**config.mk**
```make
export PLATFORM = sky130hd
export DESIGN_NAME = dio_port
export DESIGN_NICKNAME = d
export VERILOG_FILES = /design/src/rtl/dio_pkg.sv /design/src/rtl/dio_port.sv
export SDC_FILE = /design/constraint.sdc
export NUM_CORES = 1
export LEC_CHECK = 0
export ABC_AREA = 1
export ABC_CLOCK_PERIOD_IN_PS = 3340
export BUFFER_PORTS_ARGS = -buffer_cell sky130_fd_sc_hd__buf_2
export CORE_ASPECT_RATIO = 1.75
export CORE_UTILIZATION = 60
export CTS_CLUSTER_SIZE = 20
export DETAILED_ROUTE_END_ITERATION = 8
export GPL_ROUTABILITY_DRIVEN = 0
export PLACE_DENSITY = 0.87
export SLEW_MARGIN = 20
export SYNTH_ARGS = -nofsm -noshare
export SYNTH_HDL_FRONTEND = slang
export SYNTH_SLANG_ARGS = --single-unit
```
**constraint.sdc**
```tcl
create_clock -name clk_sys -period 3.34 [get_ports clk_sys]
set_input_delay 0.835 -clock clk_sys [delete_from_list [all_inputs] [get_ports clk_sys]]
set_output_delay 0.835 -clock clk_sys [all_outputs]
set_load 0.01 [all_outputs]
```
**src/rtl/dio_pkg.sv**
```systemverilog
// package: constants and types for the digital i/o port logic
package dio_pkg;
  localparam int unsigned DIO_NUM_IN       = 3;        // digital inputs
  localparam int unsigned DIO_NUM_OUT      = 2;        // digital outputs
  localparam int unsigned DIO_HOLD_MAX_MS  = 1000;     // largest hold time
  localparam int unsigned DIO_HOLD_W       = 10;       // bits for 0..1000
  localparam logic [9:0]  DIO_HOLD_RST     = 10'h000;  // hold time after reset
  localparam int unsigned DIO_CLK_HZ       = 100000000;
  localparam int unsigned DIO_TICK_NS      = 1000000;  // 1 ms time base
  localparam int unsigned DIO_CLK_NS       = 10;
  localparam int unsigned DIO_TICK_CYC     = DIO_TICK_NS / DIO_CLK_NS;
  localparam int unsigned DIO_STROBE_CYC   = 100;      // strobe pulse width
  localparam int unsigned DIO_SEL_W        = 3;
  localparam int unsigned DIO_IDX_W        = 2;        // 0 = all inputs on readback; a hold write to index 0 is ignored

  // output source selection
  typedef enum logic [2:0] {
    DIO_SRC_LOW       = 3'h0,
    DIO_SRC_HIGH      = 3'h1,
    DIO_SRC_OUT_STATE = 3'h2,
    DIO_SRC_PHASE_INDICATOR_A      = 3'h3,
    DIO_SRC_FAULT     = 3'h4,
    DIO_SRC_TRANSIENT = 3'h5,
    DIO_SRC_PROGRAM   = 3'h6,
    DIO_SRC_REMOTE    = 3'h7
  } dio_src_e;

  localparam dio_src_e DIO_SRC1_RST = DIO_SRC_OUT_STATE;
  localparam dio_src_e DIO_SRC2_RST = DIO_SRC_PHASE_INDICATOR_A;

  // input filter states, gray coded
  typedef enum logic [1:0] {
    DIO_FLT_IDLE = 2'b00,
    DIO_FLT_WAIT = 2'b01
  } dio_flt_e;
endpackage : dio_pkg

```
**src/rtl/dio_port.sv**
```systemverilog
// digital i/o port: filtered inputs with edge events, source-selected outputs, remote states, strobe
`timescale 1ns/1ps
`default_nettype none
module dio_port
  import dio_pkg::*;
#(
  parameter int unsigned TICK_CYC   = DIO_TICK_CYC,
  parameter int unsigned STROBE_CYC = DIO_STROBE_CYC
) (
  input  wire logic                  clk_sys,
  input  wire logic                  rstn,
  input  wire logic [DIO_NUM_IN-1:0] din_pin,
  input  wire logic [DIO_IDX_W-1:0]  din_read_idx,
  output logic [DIO_NUM_IN-1:0]      din_read_val,
  output logic [DIO_NUM_IN-1:0]      din_rise_evt,
  output logic [DIO_NUM_IN-1:0]      din_fall_evt,
  input  wire logic                  hold_wr,
  input  wire logic [DIO_IDX_W-1:0]  hold_wr_idx,
  input  wire logic [DIO_HOLD_W-1:0] hold_wr_ms,
  input  wire logic [DIO_SEL_W-1:0]  out1_src,
  input  wire logic [DIO_SEL_W-1:0]  out2_src,
  input  wire logic [DIO_NUM_OUT-1:0] out_invert,
  input  wire logic                  st_out_enabled,
  input  wire logic                  phase_indicator_a,
  input  wire logic                  st_fault,
  input  wire logic                  st_transient_active,
  input  wire logic                  st_program_steady,
  input  wire logic                  st_remote,
  output logic [DIO_NUM_OUT-1:0]     dout_pin,
  output logic [DIO_NUM_OUT-1:0]     dout_level,
  input  wire logic                  remote_enable_wr,
  input  wire logic                  remote_enable_val,
  output logic                       remote_enable_q,
  input  wire logic                  remote_inhibit_wr,
  input  wire logic                  remote_inhibit_val,
  output logic                       remote_inhibit_q,
  input  wire logic                  relay_change_strobe_enable,
  input  wire logic                  program_strobe_enable,
  input  wire logic                  transient_strobe_enable,
  input  wire logic                  relay_closed,
  input  wire logic                  program_changed,
  input  wire logic                  transient_start,
  output logic                       func_strobe
);

  localparam int unsigned TICK_W = $clog2(TICK_CYC + 1);
  localparam int unsigned STB_W  = $clog2(STROBE_CYC + 1);
  localparam logic [TICK_W-1:0] TICK_LAST = TICK_W'(TICK_CYC - 1);
  localparam logic [STB_W-1:0]  STB_LOAD  = STB_W'(STROBE_CYC);
  localparam logic [DIO_HOLD_W-1:0] HOLD_MAX = DIO_HOLD_W'(DIO_HOLD_MAX_MS);

  // two-flop synchronisers for the pins; sync1 feeds only sync2
  logic [DIO_NUM_IN-1:0] sync1_q;
  logic [DIO_NUM_IN-1:0] sync2_q;
  always_ff @(posedge clk_sys or negedge rstn) begin
    if (!rstn) begin
      sync1_q <= '0;
      sync2_q <= '0;
    end else begin
      sync1_q <= din_pin;
      sync2_q <= sync1_q;
    end
  end

  // 1 ms time base shared by all filters
  logic [TICK_W-1:0] tick_cnt_q;
  logic              tick_q;
  wire               tick_wrap = (tick_cnt_q == TICK_LAST);
  always_ff @(posedge clk_sys or negedge rstn) begin
    if (!rstn) begin
      tick_cnt_q <= '0;
      tick_q     <= 1'b0;
    end else begin
      tick_cnt_q <= tick_wrap ? '0 : tick_cnt_q + 1'b1;
      tick_q     <= tick_wrap;
    end
  end

  // per-input hold time; out-of-range writes clamp to the maximum
  logic [DIO_HOLD_W-1:0] hold_ms_q [DIO_NUM_IN];
  wire  [DIO_HOLD_W-1:0] hold_clamped = (hold_wr_ms > HOLD_MAX) ? HOLD_MAX : hold_wr_ms;

  // stable level, filter state and elapsed count per input
  logic [DIO_NUM_IN-1:0] stable_q;
  dio_flt_e              flt_q [DIO_NUM_IN];
  logic [DIO_HOLD_W-1:0] elap_q [DIO_NUM_IN];

  genvar gi;
  generate
    for (gi = 0; gi < DIO_NUM_IN; gi++) begin : g_in
      wire hold_sel  = hold_wr && (hold_wr_idx == DIO_IDX_W'(gi + 1));
      wire differs   = (sync2_q[gi] != stable_q[gi]);
      wire no_hold   = (hold_ms_q[gi] == '0);
      // the first tick may come one cycle into the wait, so one extra tick guarantees the full hold
      wire elap_done = tick_q && (elap_q[gi] >= hold_ms_q[gi]);
      // accept new level when held long enough or filter is off
      wire accept    = differs && (no_hold || (flt_q[gi] == DIO_FLT_WAIT && elap_done));

      always_ff @(posedge clk_sys or negedge rstn) begin
        if (!rstn) begin
          hold_ms_q[gi] <= DIO_HOLD_RST;
        end else if (hold_sel) begin
          hold_ms_q[gi] <= hold_clamped;
        end
      end

      // filter: a bounce back to the stable level restarts the wait
      always_ff @(posedge clk_sys or negedge rstn) begin
        if (!rstn) begin
          flt_q[gi]  <= DIO_FLT_IDLE;
          elap_q[gi] <= '0;
        end else if (!differs || accept) begin
          flt_q[gi]  <= DIO_FLT_IDLE;
          elap_q[gi] <= '0;
        end else begin
          flt_q[gi]  <= DIO_FLT_WAIT;
          if (flt_q[gi] == DIO_FLT_WAIT && tick_q) begin
            elap_q[gi] <= elap_q[gi] + 1'b1;
          end
        end
      end

      // edge events, one cycle each, after filtering
      always_ff @(posedge clk_sys or negedge rstn) begin
        if (!rstn) begin
          stable_q[gi]     <= 1'b0;
          din_rise_evt[gi] <= 1'b0;
          din_fall_evt[gi] <= 1'b0;
        end else begin
          if (accept) stable_q[gi] <= sync2_q[gi];
          din_rise_evt[gi] <= accept && sync2_q[gi];
          din_fall_evt[gi] <= accept && !sync2_q[gi];
        end
      end

      // per-input checks on hold time and filtering
      chk_hold_clamp: assert property (@(posedge clk_sys) disable iff (!rstn)
        (hold_sel && hold_wr_ms > HOLD_MAX) |=> hold_ms_q[gi] == HOLD_MAX)
        else $error("hold time not clamped");
      chk_hold_store: assert property (@(posedge clk_sys) disable iff (!rstn)
        (hold_sel && hold_wr_ms <= HOLD_MAX) |=> hold_ms_q[gi] == $past(hold_wr_ms))
        else $error("hold time not stored");
      chk_edge_single: assert property (@(posedge clk_sys) disable iff (!rstn)
        !(din_rise_evt[gi] && din_fall_evt[gi]))
        else $error("rise and fall in one cycle");
      chk_hold_defer: assert property (@(posedge clk_sys) disable iff (!rstn)
        (hold_ms_q[gi] != '0 && flt_q[gi] == DIO_FLT_IDLE && differs) |=> !(din_rise_evt[gi] || din_fall_evt[gi]))
        else $error("filtered edge raised without waiting");
      chk_bounce_restart: assert property (@(posedge clk_sys) disable iff (!rstn)
        (flt_q[gi] == DIO_FLT_WAIT && !differs) |=> elap_q[gi] == '0)
        else $error("bounce did not restart the hold count");
    end
  endgenerate

  // input readback: index 0 returns all, 1..3 one level in bit 0
  wire [DIO_NUM_IN-1:0] rd_one = {{(DIO_NUM_IN-1){1'b0}}, stable_q[din_read_idx - 2'h1]};
  wire                  rd_all = (din_read_idx == '0) || (din_read_idx > DIO_IDX_W'(DIO_NUM_IN));
  always_ff @(posedge clk_sys or negedge rstn) begin
    if (!rstn) din_read_val <= '0;
    else       din_read_val <= rd_all ? stable_q : rd_one;
  end

  // output source selection, then polarity
  function automatic logic pick_src(input logic [DIO_SEL_W-1:0] sel, input logic [5:0] st);
    logic r;
    r = 1'b0;
    unique case (dio_src_e'(sel))
      DIO_SRC_LOW:       r = 1'b0;
      DIO_SRC_HIGH:      r = 1'b1;
      DIO_SRC_OUT_STATE: r = st[0];
      DIO_SRC_PHASE_INDICATOR_A:      r = st[1];
      DIO_SRC_FAULT:     r = st[2];
      DIO_SRC_TRANSIENT: r = st[3];
      DIO_SRC_PROGRAM:   r = st[4];
      DIO_SRC_REMOTE:    r = st[5];
    endcase
    return r;
  endfunction

  wire [5:0] st_vec = {st_remote, st_program_steady, st_transient_active,
                       st_fault, phase_indicator_a, st_out_enabled};
  wire [DIO_NUM_OUT-1:0] src_lvl = {pick_src(out2_src, st_vec), pick_src(out1_src, st_vec)};
  wire [DIO_NUM_OUT-1:0] pin_d   = src_lvl ^ out_invert;

  // pin and its readback come from the same value, so they always agree
  always_ff @(posedge clk_sys or negedge rstn) begin
    if (!rstn) begin
      dout_pin   <= '0;
      dout_level <= '0;
    end else begin
      dout_pin   <= pin_d;
      dout_level <= pin_d;
    end
  end

  // remote enable and inhibit are independent latches
  always_ff @(posedge clk_sys or negedge rstn) begin
    if (!rstn) begin
      remote_enable_q  <= 1'b0;
      remote_inhibit_q <= 1'b0;
    end else begin
      if (remote_enable_wr)  remote_enable_q  <= remote_enable_val;
      if (remote_inhibit_wr) remote_inhibit_q <= remote_inhibit_val;
    end
  end

  // strobe causes; relay state is registered to see its changes
  logic relay_q;
  always_ff @(posedge clk_sys or negedge rstn) begin
    if (!rstn) relay_q <= 1'b0;
    else       relay_q <= relay_closed;
  end
  wire relay_trig = relay_change_strobe_enable && (relay_closed != relay_q);
  wire prog_trig  = program_strobe_enable && program_changed;
  wire tran_trig  = transient_strobe_enable && transient_start;
  wire any_trig   = relay_trig || prog_trig || tran_trig;

  // one pulse; a cause arriving mid-pulse is absorbed so width stays fixed
  logic [STB_W-1:0] stb_cnt_q;
  always_ff @(posedge clk_sys or negedge rstn) begin
    if (!rstn) begin
      stb_cnt_q   <= '0;
      func_strobe <= 1'b0;
    end else if (stb_cnt_q != '0) begin
      stb_cnt_q   <= stb_cnt_q - 1'b1;
      func_strobe <= (stb_cnt_q != STB_W'(1));
    end else if (any_trig) begin
      stb_cnt_q   <= STB_LOAD;
      func_strobe <= 1'b1;
    end
  end

  // checks on the input path and the time base
  chk_hold_range: assert property (@(posedge clk_sys) disable iff (!rstn)
    hold_ms_q[0] <= HOLD_MAX) else $error("hold time above maximum");
  chk_rise_level: assert property (@(posedge clk_sys) disable iff (!rstn)
    din_rise_evt[0] |-> stable_q[0]) else $error("rise event with low level");
  chk_fall_level: assert property (@(posedge clk_sys) disable iff (!rstn)
    din_fall_evt[1] |-> !stable_q[1]) else $error("fall event with high level");
  chk_zero_hold: assert property (@(posedge clk_sys) disable iff (!rstn)
    (hold_ms_q[0] == '0 && sync2_q[0] != stable_q[0]) |=> (din_rise_evt[0] || din_fall_evt[0]))
    else $error("unfiltered edge not immediate");
  chk_filter_wait: assert property (@(posedge clk_sys) disable iff (!rstn)
    (hold_ms_q[2] != '0 && $stable(hold_ms_q[2]) && $changed(stable_q[2])) |-> $past(flt_q[2]) == DIO_FLT_WAIT)
    else $error("filtered edge accepted without waiting");
  chk_tick_period: assert property (@(posedge clk_sys) disable iff (!rstn)
    tick_q |=> !tick_q) else $error("tick longer than one cycle");
  chk_tick_gap: assert property (@(posedge clk_sys) disable iff (!rstn)
    tick_q |-> tick_cnt_q == '0)
    else $error("tick out of step with its counter");

  // output path: source, polarity and readback
  chk_out_invert: assert property (@(posedge clk_sys) disable iff (!rstn)
    $past(out_invert[0]) && $past(dio_src_e'(out1_src)) == DIO_SRC_HIGH |-> !dout_pin[0])
    else $error("inverted high did not drive low");
  chk_out_fault: assert property (@(posedge clk_sys) disable iff (!rstn)
    ($past(dio_src_e'(out2_src)) == DIO_SRC_FAULT && !$past(out_invert[1])) |-> dout_pin[1] == $past(st_fault))
    else $error("fault source mismatch");
  chk_out_high: assert property (@(posedge clk_sys) disable iff (!rstn)
    ($past(dio_src_e'(out1_src)) == DIO_SRC_HIGH && !$past(out_invert[0])) |-> dout_pin[0])
    else $error("fixed high did not drive high");
  chk_out_enabled: assert property (@(posedge clk_sys) disable iff (!rstn)
    ($past(dio_src_e'(out1_src)) == DIO_SRC_OUT_STATE && !$past(out_invert[0])) |-> dout_pin[0] == $past(st_out_enabled))
    else $error("output enabled source mismatch");
  chk_out_remote: assert property (@(posedge clk_sys) disable iff (!rstn)
    ($past(dio_src_e'(out2_src)) == DIO_SRC_REMOTE && !$past(out_invert[1])) |-> dout_pin[1] == $past(st_remote))
    else $error("remote source mismatch");
  chk_readback: assert property (@(posedge clk_sys) disable iff (!rstn)
    dout_level == dout_pin) else $error("readback differs from pin");
  chk_level_inv: assert property (@(posedge clk_sys) disable iff (!rstn)
    ($past(dio_src_e'(out2_src)) == DIO_SRC_LOW) |-> dout_level[1] == $past(out_invert[1]))
    else $error("readback not taken after inversion");

  // input level readback
  chk_read_all: assert property (@(posedge clk_sys) disable iff (!rstn)
    (din_read_idx == '0) |=> din_read_val == $past(stable_q))
    else $error("read all returned wrong levels");
  chk_read_one: assert property (@(posedge clk_sys) disable iff (!rstn)
    (din_read_idx == DIO_IDX_W'(1)) |=> din_read_val == {{(DIO_NUM_IN-1){1'b0}}, $past(stable_q[0])})
    else $error("read one returned wrong level");

  // remote states
  chk_remote_en: assert property (@(posedge clk_sys) disable iff (!rstn)
    remote_enable_wr |=> remote_enable_q == $past(remote_enable_val))
    else $error("remote enable not stored");
  chk_remote_inh: assert property (@(posedge clk_sys) disable iff (!rstn)
    remote_inhibit_wr |=> remote_inhibit_q == $past(remote_inhibit_val))
    else $error("remote inhibit not stored");
  chk_remote_hold: assert property (@(posedge clk_sys) disable iff (!rstn)
    (!remote_enable_wr && !remote_inhibit_wr) |=> ($stable(remote_enable_q) && $stable(remote_inhibit_q)))
    else $error("remote state changed without a write");

  // strobe: each enabled cause starts a pulse when none is running
  chk_strobe_start: assert property (@(posedge clk_sys) disable iff (!rstn)
    (any_trig && !func_strobe && stb_cnt_q == '0) |=> func_strobe [*2])
    else $error("strobe did not start");
  chk_relay_strobe: assert property (@(posedge clk_sys) disable iff (!rstn)
    (relay_trig && stb_cnt_q == '0) |=> func_strobe)
    else $error("relay change gave no strobe");
  chk_prog_strobe: assert property (@(posedge clk_sys) disable iff (!rstn)
    (prog_trig && stb_cnt_q == '0) |=> func_strobe)
    else $error("program change gave no strobe");
  chk_tran_strobe: assert property (@(posedge clk_sys) disable iff (!rstn)
    (tran_trig && stb_cnt_q == '0) |=> func_strobe)
    else $error("transient start gave no strobe");
  chk_strobe_quiet: assert property (@(posedge clk_sys) disable iff (!rstn)
    (!any_trig && stb_cnt_q == '0) |=> !func_strobe)
    else $error("strobe without an enabled cause");

  // helper for the width check: length of the running strobe pulse
  logic [STB_W-1:0] stb_len_q;
  always_ff @(posedge clk_sys or negedge rstn) begin
    if (!rstn) stb_len_q <= '0;
    else       stb_len_q <= func_strobe ? stb_len_q + 1'b1 : '0;
  end
  chk_strobe_width: assert property (@(posedge clk_sys) disable iff (!rstn)
    $fell(func_strobe) |-> stb_len_q == STB_LOAD)
    else $error("strobe width wrong");

  cov_rise: cover property (@(posedge clk_sys) disable iff (!rstn) din_rise_evt[0]);
  cov_fall_filtered: cover property (@(posedge clk_sys) disable iff (!rstn) din_fall_evt[1] && hold_ms_q[1] != '0);
  cov_strobe_relay: cover property (@(posedge clk_sys) disable iff (!rstn) relay_trig && !func_strobe);
  cov_strobe_merge: cover property (@(posedge clk_sys) disable iff (!rstn) prog_trig && tran_trig);
  cov_hold_clamp: cover property (@(posedge clk_sys) disable iff (!rstn) hold_wr && hold_wr_ms > HOLD_MAX);

endmodule // dio_port
`default_nettype wire
```
==> flow_metrics.tcl <==
set metrics [dict create \
    synth_area_leaders "dfrtp_1 (47%), nand2_1 (11%), inv_1 (7.9%)" \
    grt_pass1_vias 5108 \
    report.final.setup_viol 0 \
    final_common_cell "nand2_1" \
    final_cell_mix "nand2_1 (166), inv_1 (124), dfrtp_1 (112)" \
    cts_resized 0 \
    nets 868 \
    die_h_um 133 \
    vias 5032 \
    rsz0062_at_grt "false" \
    worstSetupStartpointType "flip-flop" \
    finalCriticalPeriod_ps 1950 \
    yosysTopAreaCell "dfrtp_1" \
    clock-sinks 112 \
    critPathKind "flip-flop to flip-flop" \
    outcome "completed" \
    worst-path-max-fanout 11 \
    h-tree-depth 3 \
    die_w_um 77.0 \
    path_clk_slew_ps 70 \
    numCtsBuffers 9 \
    slew_headroom_pct 65.0 \
    timing.rr.end "elap_q[18]" \
    cts_root_buf "clkbuf_16" \
    start_util_pct 62.0 \
    max_freq_mhz 512 \
    synth_warnings 0 \
    grt_usage_pct 27.4 \
    dr.pass1.iters 6 \
    synth-seq-area-share_pct 47.4 \
    io_buffers 59 \
    synth_top_area_share_pct 47.4 \
    slew_violations 0 \
    coreArea_um2 9530 \
    routed_wl_um 12900 \
    diodes 0 \
    r2r_start "hold_ms_q[19]" \
    gr-total-overflow 0 \
    hold_path_end "sync2_q[2]" \
    nFillCells 713 \
    synth-seq-cells 112 \
    wire_per_inst_um 14.1 \
    syn_inst 722 \
    clkLatencyLatePin_ps 350 \
    synth_area_um2 5910 \
    vias_per_cell 5.51 \
    die-area_um2 10300 \
    placed_cell_area_um2 6360 \
    cts_setup_buffers 0 \
    grt_max_degree 62 \
    syn_area_per_cell_um2 8.19 \
    r2r_cells 9 \
    holdWs_ps 351 \
    drt_iter0_drc 329 \
    worstSetupEndpointType "flip-flop" \
    finish.utilization_pct 70.1 \
    min_path_type "flip-flop to flip-flop" \
    ios 60 \
    hpwl_um 9470 \
    powerDensity_nw_per_um2 466 \
    crit_required_ps 3610 \
    tightest_slew_ps 519 \
    syn_nets 803 \
    drive_gt1_share_pct 11.5 \
    ctsHoldBuffers 0 \
    drc 0 \
    finClkSkew_ps 5.99 \
    rows 47 \
    grt_pass1_wl_um 22300 \
    leakage_nw 3.49 \
    antenna_found_initial 0 \
    tns_ps 0 \
    r2r_slack_ps 1390 \
    period_share_pct 58.5 \
    hp-start "sync1_q[2]" \
    ys_types 31 \
    finalHoldViolCount 0 \
    area_growth_syn_to_layout_pct 13.0 \
    stdcell_area_um2 6680 \
    hold_depth 0 \
    cts_tree "yes" \
    peakVddDrop_uv 354 \
    max-cap-violations 0 \
    cp.arrival_ps 2220 \
    cts_buffer_depth 2 \
    antenna_left 0 \
]
[how the worst max path moves through the flow]
| stage | startpoint | endpoint | cells past startpoint |
|---|---|---|---|
| after floorplan | hold_wr_ms[0] | hold_ms_q[13] | 6 |
| after detailed placement | hold_wr_ms[0] | hold_ms_q[10] | 6 |
| after global placement | hold_wr_ms[0] | hold_ms_q[23] | 7 |
| after CTS | hold_ms_q[19] | elap_q[18] | 9 |
| final | hold_ms_q[19] | elap_q[18] | 9 |
| after global routing | hold_ms_q[14] | elap_q[18] | 11 |
[worst max-delay path, cell delays in order, from the launching register on]
cell	delay, ps
dfrtp_1	360
inv_1	60
ha_1	300
nand2_1	100
inv_1	60
a21oi_1	190
nand4_1	120
nand2_1	150
nand3_1	330
nor2_1	190
[final cells by class]
| cell class | count | area (µm²) | area share (%) |
|---|---|---|---|
| flip-flops and latches | 112 | 2800 | 42.0 |
| multi-input cells | 476 | 2590 | 38.8 |
| inverters | 124 | 465 | 6.97 |
| repair buffers | 64 | 348 | 5.21 |
| clock buffers | 9 | 225 | 3.37 |
| well taps | 122 | 153 | 2.29 |
| clock inverters | 7 | 96.3 | 1.44 |
[logic make-up (layout without fill, tap and decap cells)]
group | Yosys count | count (layout) | synth area share (%)
and+or+nand+nor | 330 | 330 | 23.7
buffers and inverters | 134 | 204 | 8.78
DFF | 112 | 112 | 47.4
AOI/OAI and AO/OA | 72 | 72 | 6.67
adders and majority gates | 37 | 37 | 7.83
xor gates and xnor gates | 35 | 35 | 5.19
muxes | 2 | 2 | 0.381
[cell usage after synthesis (all sizes together)]
library cell  count
o21ai            45
or2               2
o22ai             2
a22o              2
nor2             88
inv             124
nand3            35
a21oi            15
o22a              1
dfrtp           112
mux2              2
o221ai            2
nor4             12
buf               7
clkbuf            3
nand4            15
a21o              2
xnor2             8
o31ai             1
nor3             11
xor2             27
nand2           167
a21boi            2
ha               37
[layer usage]
metal / up-vias / track usage (%) / wire [µm]
met3: 43 / 4.79 / 628
met4: 0 / 14.3 / 538
met1: 2390 / 29.7 / 4880
met2: 188 / 50.2 / 6830
li1: 2411 / - / -
met5: - / 0 / 0
[per-stage QoR]
stage | cells | setup slack (ps) | power (mW)
floorplan | 722 | 1580 | 1.81
global placement | 898 | 1350 | 1.94
detailed placement | 898 | 1300 | 1.98
CTS | 914 | 1430 | 3.12
global route | 914 | 1190 | 3.25
finish | 914 | 1390 | 3.11
[registers in the layout (all words and copies together) (netlist names)]
register,cells
remote_inhibit_q,1
relay_q,1
elap_q,30
din_fall_evt,3
sync1_q,3
stb_cnt_q,7
dout_level,2
din_read_val,3
hold_ms_q,30
tick_cnt_q,17
tick_q,1
remote_enable_q,1
din_rise_evt,3
flt_q,3
sync2_q,3
func_strobe,1
stable_q,3
[report_power, final]
part           total, mW  switching [mW]  internal (mW)
sequential          1.54          0.0836           1.46
combinational      0.421           0.270          0.150
clock               1.15           0.489          0.657
total               3.11           0.843           2.27
Note: power is estimated with default switching activity, not from simulation.
